`src/core/head_cmd_pkg.sv`:
```
// Package for the per-channel head maintenance command decoder.
// Assumes one clock domain; all values are shared by both design files.
package head_cmd_pkg;

  // ------------------------------------------------------------------
  // Command and response codes
  // ------------------------------------------------------------------
  localparam logic [15:0] CMD_IDLE    = 16'h0000;
  localparam logic [15:0] CMD_READ    = 16'h0002;
  localparam logic [15:0] CMD_RESTORE = 16'h1000;
  localparam logic [15:0] CMD_BACKUP  = 16'h1001;
  localparam logic [15:0] CMD_RESET   = 16'h8000;
  localparam logic [15:0] RSP_BUSY_RD = 16'h8002;

  // Reset kind selected by the start-address field.
  localparam logic [15:0] RST_SOFT    = 16'h0000;
  localparam logic [15:0] RST_VOLTAGE = 16'h0001;

  // ------------------------------------------------------------------
  // Sizes and timing
  // ------------------------------------------------------------------
  localparam int SET_WORDS   = 8;
  localparam int SET_AW      = 3;
  localparam int RESET_NS    = 100;
  localparam int CLK_NS      = 10;
  localparam int RESET_CYC   = (RESET_NS + CLK_NS - 1) / CLK_NS;
  localparam logic [15:0] ZERO16 = 16'h0000;

  // Request written by the host into output process data.
  typedef struct packed {
    logic [7:0]  loop_cnt;
    logic [15:0] cmd_code;
    logic [7:0]  head_addr;
    logic [7:0]  uid_len;
    logic [15:0] start_addr;
    logic [15:0] length;
  } request_t;

  // Answer shown to the host in input process data.
  typedef struct packed {
    logic [7:0]  loop_cnt;
    logic [15:0] rsp_code;
    logic [15:0] error_code;
    logic        tag_present;
    logic [15:0] read_data;
  } response_t;

  // Parameter word access toward the attached head.
  typedef struct packed {
    logic              we;
    logic              re;
    logic [SET_AW-1:0] addr;
    logic [15:0]       wdata;
  } head_access_t;

endpackage

```
`src/core/head_maint_cmd.sv`:
```
// Command decoder for one channel's process-data command interface.
// Assumes the request is stable while its code is nonzero and the head
// answers a parameter word read in the same cycle that the access stands.
//
// Function
// A restore command writes the stored backup into the head parameters.
// A backup command copies the head's current settings into storage.
// The stored backup survives a voltage reset of the interface.
// The host issues a backup before any restore.
// The host restores only into a head of matching type and firmware.
// The host uses backup and restore only on UHF configurations.
// Reset resets head and interface; start address 0 soft, 1 voltage.
// Reset clears input data, output data and the internal buffer.
// Backup, restore and reset answer with a code equal to the command.
// A read command is acknowledged at once with the busy-read code.
// A pending read waits for a tag in range and then runs.
// Unneeded fields of backup, restore and reset are ignored.
`timescale 1ns/10ps
module head_maint_cmd
  import head_cmd_pkg::*;
(
  input  wire logic         CLK,
  input  wire logic         RESET,
  input  wire request_t     REQ,
  input  wire logic         TAG_IN_RANGE,
  input  wire logic [15:0]  HEAD_RDATA,
  output head_access_t      HEAD_ACC,
  output logic              HEAD_SOFT_RST,
  output logic              HEAD_PWR_RST,
  output logic              CLEAR_PD,
  output response_t         RSP
);

  // ------------------------------------------------------------------
  // State
  // ------------------------------------------------------------------
  typedef enum logic [2:0] {
    ST_IDLE    = 3'b000,
    ST_BACKUP  = 3'b001,
    ST_RESTORE = 3'b010,
    ST_READ    = 3'b011,
    ST_RESET   = 3'b100,
    ST_DONE    = 3'b101
  } state_t;

  state_t          state, next_state;
  logic [SET_AW:0] idx, next_idx;
  logic [15:0]     last_cmd, next_last_cmd;
  logic            rst_kind, next_rst_kind;
  logic [7:0]      rcnt, next_rcnt;
  head_access_t    next_acc;
  response_t       next_rsp;
  logic            next_soft, next_pwr, next_clr;
  logic            st_we;
  logic [SET_AW-1:0] st_addr;
  logic [15:0]     st_rdata;

  // Backup memory; it carries no reset input.
  settings_store #(.WORDS(SET_WORDS), .AW(SET_AW)) u_store (
    .CLK   (CLK),
    .we    (st_we),
    .addr  (st_addr),
    .wdata (HEAD_RDATA),
    .rdata (st_rdata)
  );

  // Backup writes the word the head returned for the previous read.
  always_comb begin
    st_we   = (state == ST_BACKUP) && (idx != '0);
    st_addr = (state == ST_BACKUP) ? SET_AW'(idx - 1'b1)
                                   : idx[SET_AW-1:0];
  end

  // ------------------------------------------------------------------
  // Next-state logic
  // ------------------------------------------------------------------
  // A new command is recognised only when the code changes, so a held
  // request does not rerun; the host writes zero between commands.
  always_comb begin
    next_state    = state;
    next_idx      = idx;
    next_last_cmd = REQ.cmd_code;
    next_rst_kind = rst_kind;
    next_rcnt     = rcnt;
    next_acc      = '0;
    next_rsp      = RSP;
    next_soft     = 1'b0;
    next_pwr      = 1'b0;
    next_clr      = 1'b0;
    next_rsp.tag_present = TAG_IN_RANGE;
    next_rsp.loop_cnt    = REQ.loop_cnt;
    case (state)
      ST_IDLE: begin
        next_idx = '0;
        if (REQ.cmd_code != last_cmd) begin
          case (REQ.cmd_code)
            CMD_BACKUP: begin
              next_state = ST_BACKUP;
            end
            CMD_RESTORE: begin
              next_state = ST_RESTORE;
            end
            CMD_RESET: begin
              // Only the low bit of start address picks the kind.
              next_rst_kind = REQ.start_addr[0];
              next_state    = ST_RESET;
            end
            CMD_READ: begin
              next_rsp.rsp_code = RSP_BUSY_RD;
              next_state        = ST_READ;
            end
            default: begin
              next_rsp.rsp_code = REQ.cmd_code;
            end
          endcase
        end
      end
      ST_BACKUP: begin
        // Read head words one ahead of the store write.
        if (idx < (SET_AW+1)'(SET_WORDS)) begin
          next_acc.re   = 1'b1;
          next_acc.addr = idx[SET_AW-1:0];
        end
        next_idx = idx + 1'b1;
        if (idx == (SET_AW+1)'(SET_WORDS)) begin
          next_rsp.rsp_code = CMD_BACKUP;
          next_state        = ST_DONE;
        end
      end
      ST_RESTORE: begin
        // Store data lags address by one cycle.
        if (idx != '0) begin
          next_acc.we    = 1'b1;
          next_acc.addr  = SET_AW'(idx - 1'b1);
          next_acc.wdata = st_rdata;
        end
        next_idx = idx + 1'b1;
        if (idx == (SET_AW+1)'(SET_WORDS)) begin
          next_rsp.rsp_code = CMD_RESTORE;
          next_state        = ST_DONE;
        end
      end
      ST_READ: begin
        if (TAG_IN_RANGE) begin
          next_acc.re        = 1'b1;
          next_rsp.read_data = HEAD_RDATA;
          next_rsp.rsp_code  = CMD_READ;
          next_state         = ST_DONE;
        end
      end
      ST_RESET: begin
        next_soft = (rst_kind == RST_SOFT[0]);
        next_pwr  = (rst_kind == RST_VOLTAGE[0]);
        next_clr  = 1'b1;
        next_rcnt = rcnt + 1'b1;
        if (rcnt == 8'(RESET_CYC - 1)) begin
          next_rcnt            = '0;
          next_rsp.read_data   = ZERO16;
          next_rsp.error_code  = ZERO16;
          next_rsp.rsp_code    = CMD_RESET;
          next_state           = ST_DONE;
        end
      end
      ST_DONE: begin
        next_state = ST_IDLE;
      end
      default: begin
        next_state = ST_IDLE;
      end
    endcase
  end

  // Registers only; every output comes straight from a flip-flop.
  always_ff @(posedge CLK or posedge RESET) begin
    if (RESET) begin
      state         <= ST_IDLE;
      idx           <= '0;
      last_cmd      <= CMD_IDLE;
      rst_kind      <= 1'b0;
      rcnt          <= '0;
      HEAD_ACC      <= '0;
      RSP           <= '0;
      HEAD_SOFT_RST <= 1'b0;
      HEAD_PWR_RST  <= 1'b0;
      CLEAR_PD      <= 1'b0;
    end else begin
      state         <= next_state;
      idx           <= next_idx;
      last_cmd      <= next_last_cmd;
      rst_kind      <= next_rst_kind;
      rcnt          <= next_rcnt;
      HEAD_ACC      <= next_acc;
      RSP           <= next_rsp;
      HEAD_SOFT_RST <= next_soft;
      HEAD_PWR_RST  <= next_pwr;
      CLEAR_PD      <= next_clr;
    end
  end
endmodule

```
`src/core/settings_store.sv`:
```
// Backup store for head settings, written word by word.
// Assumes the contents survive RESET, standing for nonvolatile memory.
`timescale 1ns/10ps
module settings_store
  import head_cmd_pkg::*;
#(
  parameter int WORDS = SET_WORDS,
  parameter int AW    = SET_AW
) (
  input  wire logic          CLK,
  input  wire logic          we,
  input  wire logic [AW-1:0] addr,
  input  wire logic [15:0]   wdata,
  output logic      [15:0]   rdata
);

  // ------------------------------------------------------------------
  // Storage
  // ------------------------------------------------------------------
  logic [15:0] mem [WORDS];
  logic [15:0] next_rdata;

  // Combinational read; registered below.
  always_comb begin
    next_rdata = mem[addr];
  end

  // No reset here on purpose: a voltage reset must not lose the backup.
  always_ff @(posedge CLK) begin
    if (we) begin
      mem[addr] <= wdata;
    end
    rdata <= next_rdata;
  end

endmodule

```
`config.mk`:
```
export PLATFORM = sky130hd
export DESIGN_NAME = head_maint_cmd
export DESIGN_NICKNAME = d
export VERILOG_FILES = /design/src/core/head_cmd_pkg.sv /design/src/core/head_maint_cmd.sv /design/src/core/settings_store.sv
export SDC_FILE = /design/constraint.sdc
export NUM_CORES = 1
export LEC_CHECK = 0
export ABC_AREA = 1
export BUFFER_PORTS_ARGS = -buffer_cell sky130_fd_sc_hd__buf_2
export CAP_MARGIN = 5
export CORE_MARGIN = 3
export CORE_UTILIZATION = 40
export CTS_CLUSTER_SIZE = 8
export DETAILED_ROUTE_END_ITERATION = 16
export PLACE_DENSITY_LB_ADDON = 0.25
export SYNTH_ARGS = -nofsm -noshare
export SYNTH_HDL_FRONTEND = slang
export SYNTH_SLANG_ARGS = --single-unit
```
`constraint.sdc`:
```
create_clock -name CLK -period 2.7 [get_ports CLK]
set_clock_uncertainty 0.2 [all_clocks]
set_input_delay 0.27 -clock CLK [delete_from_list [all_inputs] [get_ports CLK]]
set_output_delay 0.27 -clock CLK [all_outputs]
set_load 0.02 [all_outputs]
```
==> flow_summary.json, run 1 <==
{
  "outcome": "finished clean",
  "rsz0062_at_grt": "false",
  "hold_violations": 0,
  "criticalPathCategory": "reg2reg",
  "worstPathArrival_ns": 2.34,
  "p_comb_share_pct": 37.9,
  "leakage_nw": 5.402,
  "drcViolationCount": 0,
  "period_needed_ns": 2.354,
  "grt_usage_pct": 17.25,
  "die_w_um": 163.3,
  "drive_gt1_share_pct": 24.70,
  "p_per_area_nw_per_um2": 1169,
  "path_clk_slew_ns": 0.05,
  "grt_pass1_vias": 6541,
  "diodes": 0,
  "numCtsBuffers": 36,
  "row_count": 56,
  "pwr-share-clk_pct": 27.6,
  "yosysUniqueCellTypes": 40,
  "clk_latency_ns": 0.50,
  "mostFrequentLayoutCells": "nand2_1, edfxtp_1, buf_2, dfrtp_1, nor2_1",
  "setup_violations": 0,
  "cts_tree": "built",
  "netlist.area_leader.share_pct": 38.82,
  "clock-root-buffer": "clkbuf_16",
  "postSynthCellCount": 893,
  "hpwlAfterDp_mm": 14.21,
  "drtPass1Iterations": 5,
  "grt_max_degree": 66,
  "grt_overflow": 0,
  "initial_utilization_pct": 41.44,
  "slew_headroom_pct": 59.33,
  "tightest_slew_ns": 0.6087,
  "finalInstanceArea_sq_um": 12340,
  "worstPathMaxFanout": 12,
  "yosysSeqAreaShare_pct": 66.57,
  "peakVddDrop_v": 0.0006889,
  "vias": 6694,
  "min_period_over_period_pct": 87.18,
  "drt_iter0_drc": 522,
  "total_power_mw": 14.42,
  "tns_ns": 0,
  "cts.sinks": 241,
  "switching_share_pct": 37.26,
  "fmax_mhz": 424.8,
  "syn_to_final_growth_pct": 24.58,
  "avgSynthCellArea_sq_um": 11.09,
  "slew_violations": 0,
  "final_common_cell": "nand2_1",
  "p_sw_mw": 5.373,
  "drtAntennaViolNets": 0,
  "core_area_sq_um": 23890,
  "cts_setup_buffers": 0,
  "ff2ff_setup_slack_ns": 0.35,
  "synthesis.area_sq_um": 9902,
  "intPower_mw": 9.046,
  "die_height_um": 163.3,
  "endpoint_kind": "flop",
  "wl_per_cell_um": 15.92,
  "portBuffers": 108,
  "viasPerCell": 4.714,
  "crit_required_ns": 2.69,
  "routabilityCongestion": 0.8164,
  "grt_pass1_wl_mm": 35.67,
  "yosysTopAreaCell": "edfxtp_1",
  "die_area_sq_um": 26680,
  "crit_path_start_kind": "flop",
  "ctsResizeCount": 0,
  "post_dp_cell_area_sq_um": 10890,
  "synth.area.top_cells": "edfxtp_1, dfrtp_1, nand2_1",
  "ys_seq_elements": 241,
  "p_seq_share_pct": 34.5,
  "cts.path.max_buffers": 3,
  "wirelength_mm": 22.60,
  "ios": 172,
  "maxCapViolCount": 0,
  "yosysWarnings": 0,
  "htreeDepth": 2,
  "finish.net_count": 1174,
  "hold_path_class": "in2async",
  "antenna_found_initial": 0
}
[registers in the layout (all words and copies together) (netlist names)]
| signal | flops |
|---|---|
| idx | 4 |
| CLEAR_PD | 1 |
| RSP | 41 |
| u_store.mem | 128 |
| HEAD_SOFT_RST | 1 |
| u_store.rdata | 16 |
| last_cmd | 16 |
| rcnt | 8 |
| HEAD_PWR_RST | 1 |
| state | 3 |
| HEAD_ACC | 21 |
| rst_kind | 1 |
[critical path, stage by stage, from the launching register on]
cell and delay (ns):
dfrtp_1 0.38, inv_1 0.08, ha_1 0.22, xor2_1 0.18, o21ai_4 0.31, inv_4 0.11, nor2_8 0.10, inv_2 0.04
nor2_1 0.13, buf_4 0.28
[path summary, 6_finish.rpt]
check,from,to,cells past startpoint
worst max-delay path,idx[1],u_store.mem[0][2],9
worst min-delay path,RESET,HEAD_ACC[20],3
worst max register to register,idx[1],u_store.mem[0][2],9
worst min register to register,u_store.rdata[6],HEAD_ACC[6],2
max in group asynchronous,RESET,rcnt[5],4
min in group CLK,REQ[68],RSP[53],2
[synth_stat cells, drive strengths merged]
cell    count
a31oi       1
clkbuf     12
nand4      17
o22ai       4
dfrtp      97
xor2       11
o21bai      1
xnor2       4
a21oi       7
o21ai      56
edfxtp    128
buf        34
inv        79
o211ai     31
or2        63
clkinv      1
dfxtp      16
ha          4
nor3        1
nor2      101
nand2     187
nand3      37
conb        1
[power groups by stage]
stage          Sequential, mW  Clock [mW]  Combinational (mW)
2_1_floorplan            5.28           0                3.58
3_3_place_gp             5.02           0                5.40
3_5_place_dp             5.03           0                5.48
4_1_cts                  4.97        4.09                5.55
5_1_grt                  5.04        4.27                6.08
6_report                 4.97        3.98                5.46
[cells by family after synthesis]
| kind of cell | synth area share, % |
|---|---|
| AO/OA/AOI/OAI | 6.192 |
| XOR/XNOR | 1.403 |
| other | 0.03787 |
| adder cells (fa/ha/maj) | 0.5055 |
| flip-flops | 66.57 |
| buffers and inverters | 6.116 |
| AND/OR/NAND/NOR | 19.18 |
[what timing repair did]
action	CTS	global route
endpoints found under the hold margin	205	0
endpoints found under the setup margin	0	0
hold buffers	43	0
[metrics by stage]
stage / utilization (%) / setup slack [ns] / hold slack [ns] / std cells
floorplan: - / -0.2610 / 0.1014 / 908
global placement: 45.59 / 0.4030 / 0.1682 / 1317
detailed placement: 45.59 / 0.3511 / 0.1707 / 1317
CTS: 51.63 / 0.3384 / 0.1874 / 1420
global route: 51.63 / 0.1552 / 0.1892 / 1420
finish: 51.63 / 0.3462 / 0.1995 / 1420
[layout make-up]
class,instances,area (sq um)
clock buffer,57,979.7
sequential,241,6591
tap,319,399.1
fill,2074,11560
multi-input combinational,541,2801
clock inverter,3,33.78
timing repair buffer,179,1219
inverter,80,311.5
[layer usage]
| metal | share of wire, % | vias to the layer above | routed length [um] | track usage, % |
|---|---|---|---|---|
| met5 | 0 | - | 0 | 0 |
| met1 | 46 | 3151 | 10350 | 23.65 |
| met3 | 5.7 | 43 | 1285 | 3.982 |
| met4 | 2.5 | 0 | 566 | 5.267 |
| li1 | - | 3304 | - | - |
| met2 | 46 | 196 | 10400 | 27.49 |
No activity file was read; power rests on OpenSTA's default activity.
==> run 2, diff against run 1 <==
--- a/config.mk
+++ b/config.mk
@@ -8,3 +8,3 @@
 export ABC_AREA = 1
-export BUFFER_PORTS_ARGS = -buffer_cell sky130_fd_sc_hd__buf_2
+export BUFFER_PORTS_ARGS = -buffer_cell sky130_fd_sc_hd__clkbuf_2
 export CAP_MARGIN = 5
==> constraint.sdc (replaced) <==
create_clock -name CLK -period 3.05 [get_ports CLK]
set_clock_uncertainty 0.2 [all_clocks]
set_input_delay 0.305 -clock CLK [delete_from_list [all_inputs] [get_ports CLK]]
set_output_delay 0.305 -clock CLK [all_outputs]
set_load 0.005 [all_outputs]
==> run 2 against run 1 <==
  * Power fell by 13%
  * Cell area up 0.13%
  * Global-route usage grew 0.48 points
  * Wire length increased by 1.3%
  * Count of clock-buffer cells in the layout up 1
  * Cell count increased by 0.35%
  * Clock power shrank 11%
==> flow_summary.json, run 2 (synthesis results as in run 1) <==
{
  "outcome": "finished clean",
  "drive_gt1_share_pct": 24.68,
  "total_power_mw": 12.58,
  "final_common_cell": "nand2_1",
  "clock-root-buffer": "clkbuf_16",
  "pwr-share-clk_pct": 28.2,
  "syn_to_final_growth_pct": 24.74,
  "tns_ns": 0,
  "worstPathArrival_ns": 2.77,
  "finalInstanceArea_sq_um": 12350,
  "cts_tree": "built",
  "grt_pass1_wl_mm": 36.51,
  "slew_violations": 0,
  "drtAntennaViolNets": 0,
  "pre_cts_ws_ns": 0.2554,
  "grt_max_degree": 74,
  "path_clk_slew_ns": 0.05,
  "tightest_slew_ns": 0.9065,
  "row_count": 56,
  "post_dp_cell_area_sq_um": 10900,
  "min_period_over_period_pct": 90.48,
  "die_area_sq_um": 26680,
  "maxCapViolCount": 0,
  "max_stage_delay_ns": 0.62,
  "fmax_mhz": 362.3,
  "setup_violations": 0,
  "criticalPathCategory": "reg2reg",
  "cts.sinks": 241,
  "ios": 172,
  "crit_required_ns": 3.06,
  "reg.largest.list": "u_store.mem x128, RSP x41, HEAD_ACC x21",
  "crit_top_cell": "inv_1",
  "vias": 6696,
  "peakVddDrop_v": 0.0005393,
  "htreeDepth": 2,
  "leakage_nw": 5.409,
  "period_needed_ns": 2.760,
  "whs_path_depth": 2,
  "p_per_area_nw_per_um2": 1019,
  "slew_headroom_pct": 39.56,
  "viasPerCell": 4.699,
  "p_seq_share_pct": 35.0,
  "hold_path_class": "reg2reg",
  "ff2ff_setup_slack_ns": 0.29,
  "largest_register_ffs": 128,
  "hpwlAfterDp_mm": 14.44,
  "die_w_um": 163.3,
  "grt_pass1_vias": 6597,
  "hold_violations": 0,
  "p_comb_share_pct": 36.8,
  "mostFrequentLayoutCells": "nand2_1, edfxtp_1, clkbuf_2, dfrtp_1, nor2_1",
  "drt_iter0_drc": 411,
  "rsz0062_at_grt": "false",
  "stdcell_count": 1425,
  "grt_usage_pct": 17.73,
  "setup_ws_ns": 0.2902,
  "wirelength_mm": 22.90,
  "dp.cells": 1321,
  "p_sw_mw": 4.518,
  "wl_per_cell_um": 16.07,
  "drcViolationCount": 0,
  "grt_overflow": 0,
  "endpoint_kind": "flop",
  "clk_latency_ns": 0.49,
  "intPower_mw": 8.064,
  "diodes": 0,
  "switching_share_pct": 35.90,
  "ctsResizeCount": 0,
  "cts.path.max_buffers": 3,
  "portBuffers": 108,
  "worstPathMaxFanout": 9,
  "core_area_sq_um": 23890,
  "cp-endpoint": "u_store.mem[6][14]",
  "initial_utilization_pct": 41.44,
  "cp_slowest_cell": "nor2_1",
  "path_cells": "inv_1 -> ha_1 -> xor2_1 -> o21ai_4 -> nor2_8 -> inv_1 -> nor2_1 -> buf_4",
  "cp-startpoint": "idx[1]",
  "die_height_um": 163.3,
  "finish.net_count": 1178,
  "r2r-start": "idx[1]",
  "routabilityCongestion": 0.8001,
  "drtPass1Iterations": 5,
  "crit_path_start_kind": "flop",
  "numCtsBuffers": 36,
  "antenna_found_initial": 0,
  "top_register": "u_store.mem",
  "reg2regPathDepth": 8,
  "r2r-end": "u_store.mem[6][14]"
}
[run 2: changes by cell type in the layout (fill, tap and decap cells not counted), moves of 4 or more]
| cell | previous run | this run |
|---|---|---|
| buf_4 | 25 | 30 |
| buf_2 | 108 | 0 |
| nor2_2 | 8 | 4 |
| clkbuf_2 | 0 | 108 |
| nor2_1 | 87 | 91 |
[run 2: through the flow]
step | utilization, % | hold WS (ns)
after floorplan | - | 0.1364
after global placement | 45.61 | 0.2041
after detailed placement | 45.61 | 0.2046
after CTS | 51.70 | 0.2078
after global routing | 51.70 | 0.2325
final | 51.70 | 0.2065
[run 2: worst max-delay path, delay by kind of cell (launching register included)]
kind,cells,cell delay (ns)
AOI/OAI and AO/OA,1,0.15
xor gates and xnor gates,1,0.29
adders and majority gates,1,0.20
buffers and inverters,3,0.47
DFF,1,0.41
and+or+nand+nor,2,0.75
[run 2: power by group through the flow]
| stage | Clock [mW] | Combinational [mW] | Sequential (mW) |
|---|---|---|---|
| 6_report | 3.55 | 4.62 | 4.41 |
| 4_1_cts | 3.64 | 4.69 | 4.41 |
| 3_5_place_dp | 0 | 4.64 | 4.46 |
| 3_3_place_gp | 0 | 4.56 | 4.45 |
| 5_1_grt | 3.79 | 5.18 | 4.47 |
| 2_1_floorplan | 0 | 3.14 | 4.43 |
[run 2: cell type report]
type                            instances  area [sq um]
Clock buffer                           58         993.5
Inverter                               80         310.3
Fill cell                            2101         11540
Clock inverter                          3         30.03
Timing Repair Buffer                  183          1236
Multi-Input combinational cell        541          2791
Tap cell                              319         399.1
Sequential cell                       241          6591
[run 2: what timing repair did]
| item | in CTS | in global routing |
|---|---|---|
| hold buffers | 43 | 0 |
| endpoints found under the hold margin | 242 | 0 |
| buffers inserted | 0 | 0 |
[run 2: layer usage]
layer  routed length, um  GRT usage, %  vias to the layer above
li1                    -             -                     3291
met1               10790         24.85                     3213
met2               10580         28.36                      161
met3                1104         3.373                       31
met4                 428         5.037                        0
met5                   0             0                        -
[run 2: worst min path at each step]
| stage | to | from |
|---|---|---|
| final | HEAD_ACC[7] | u_store.rdata[7] |
| after global routing | HEAD_ACC[2] | u_store.rdata[2] |
| after CTS | HEAD_ACC[7] | u_store.rdata[7] |
| after detailed placement | HEAD_ACC[10] | u_store.rdata[10] |
| after global placement | HEAD_ACC[6] | u_store.rdata[6] |
| after floorplan | RSP[16] | TAG_IN_RANGE |
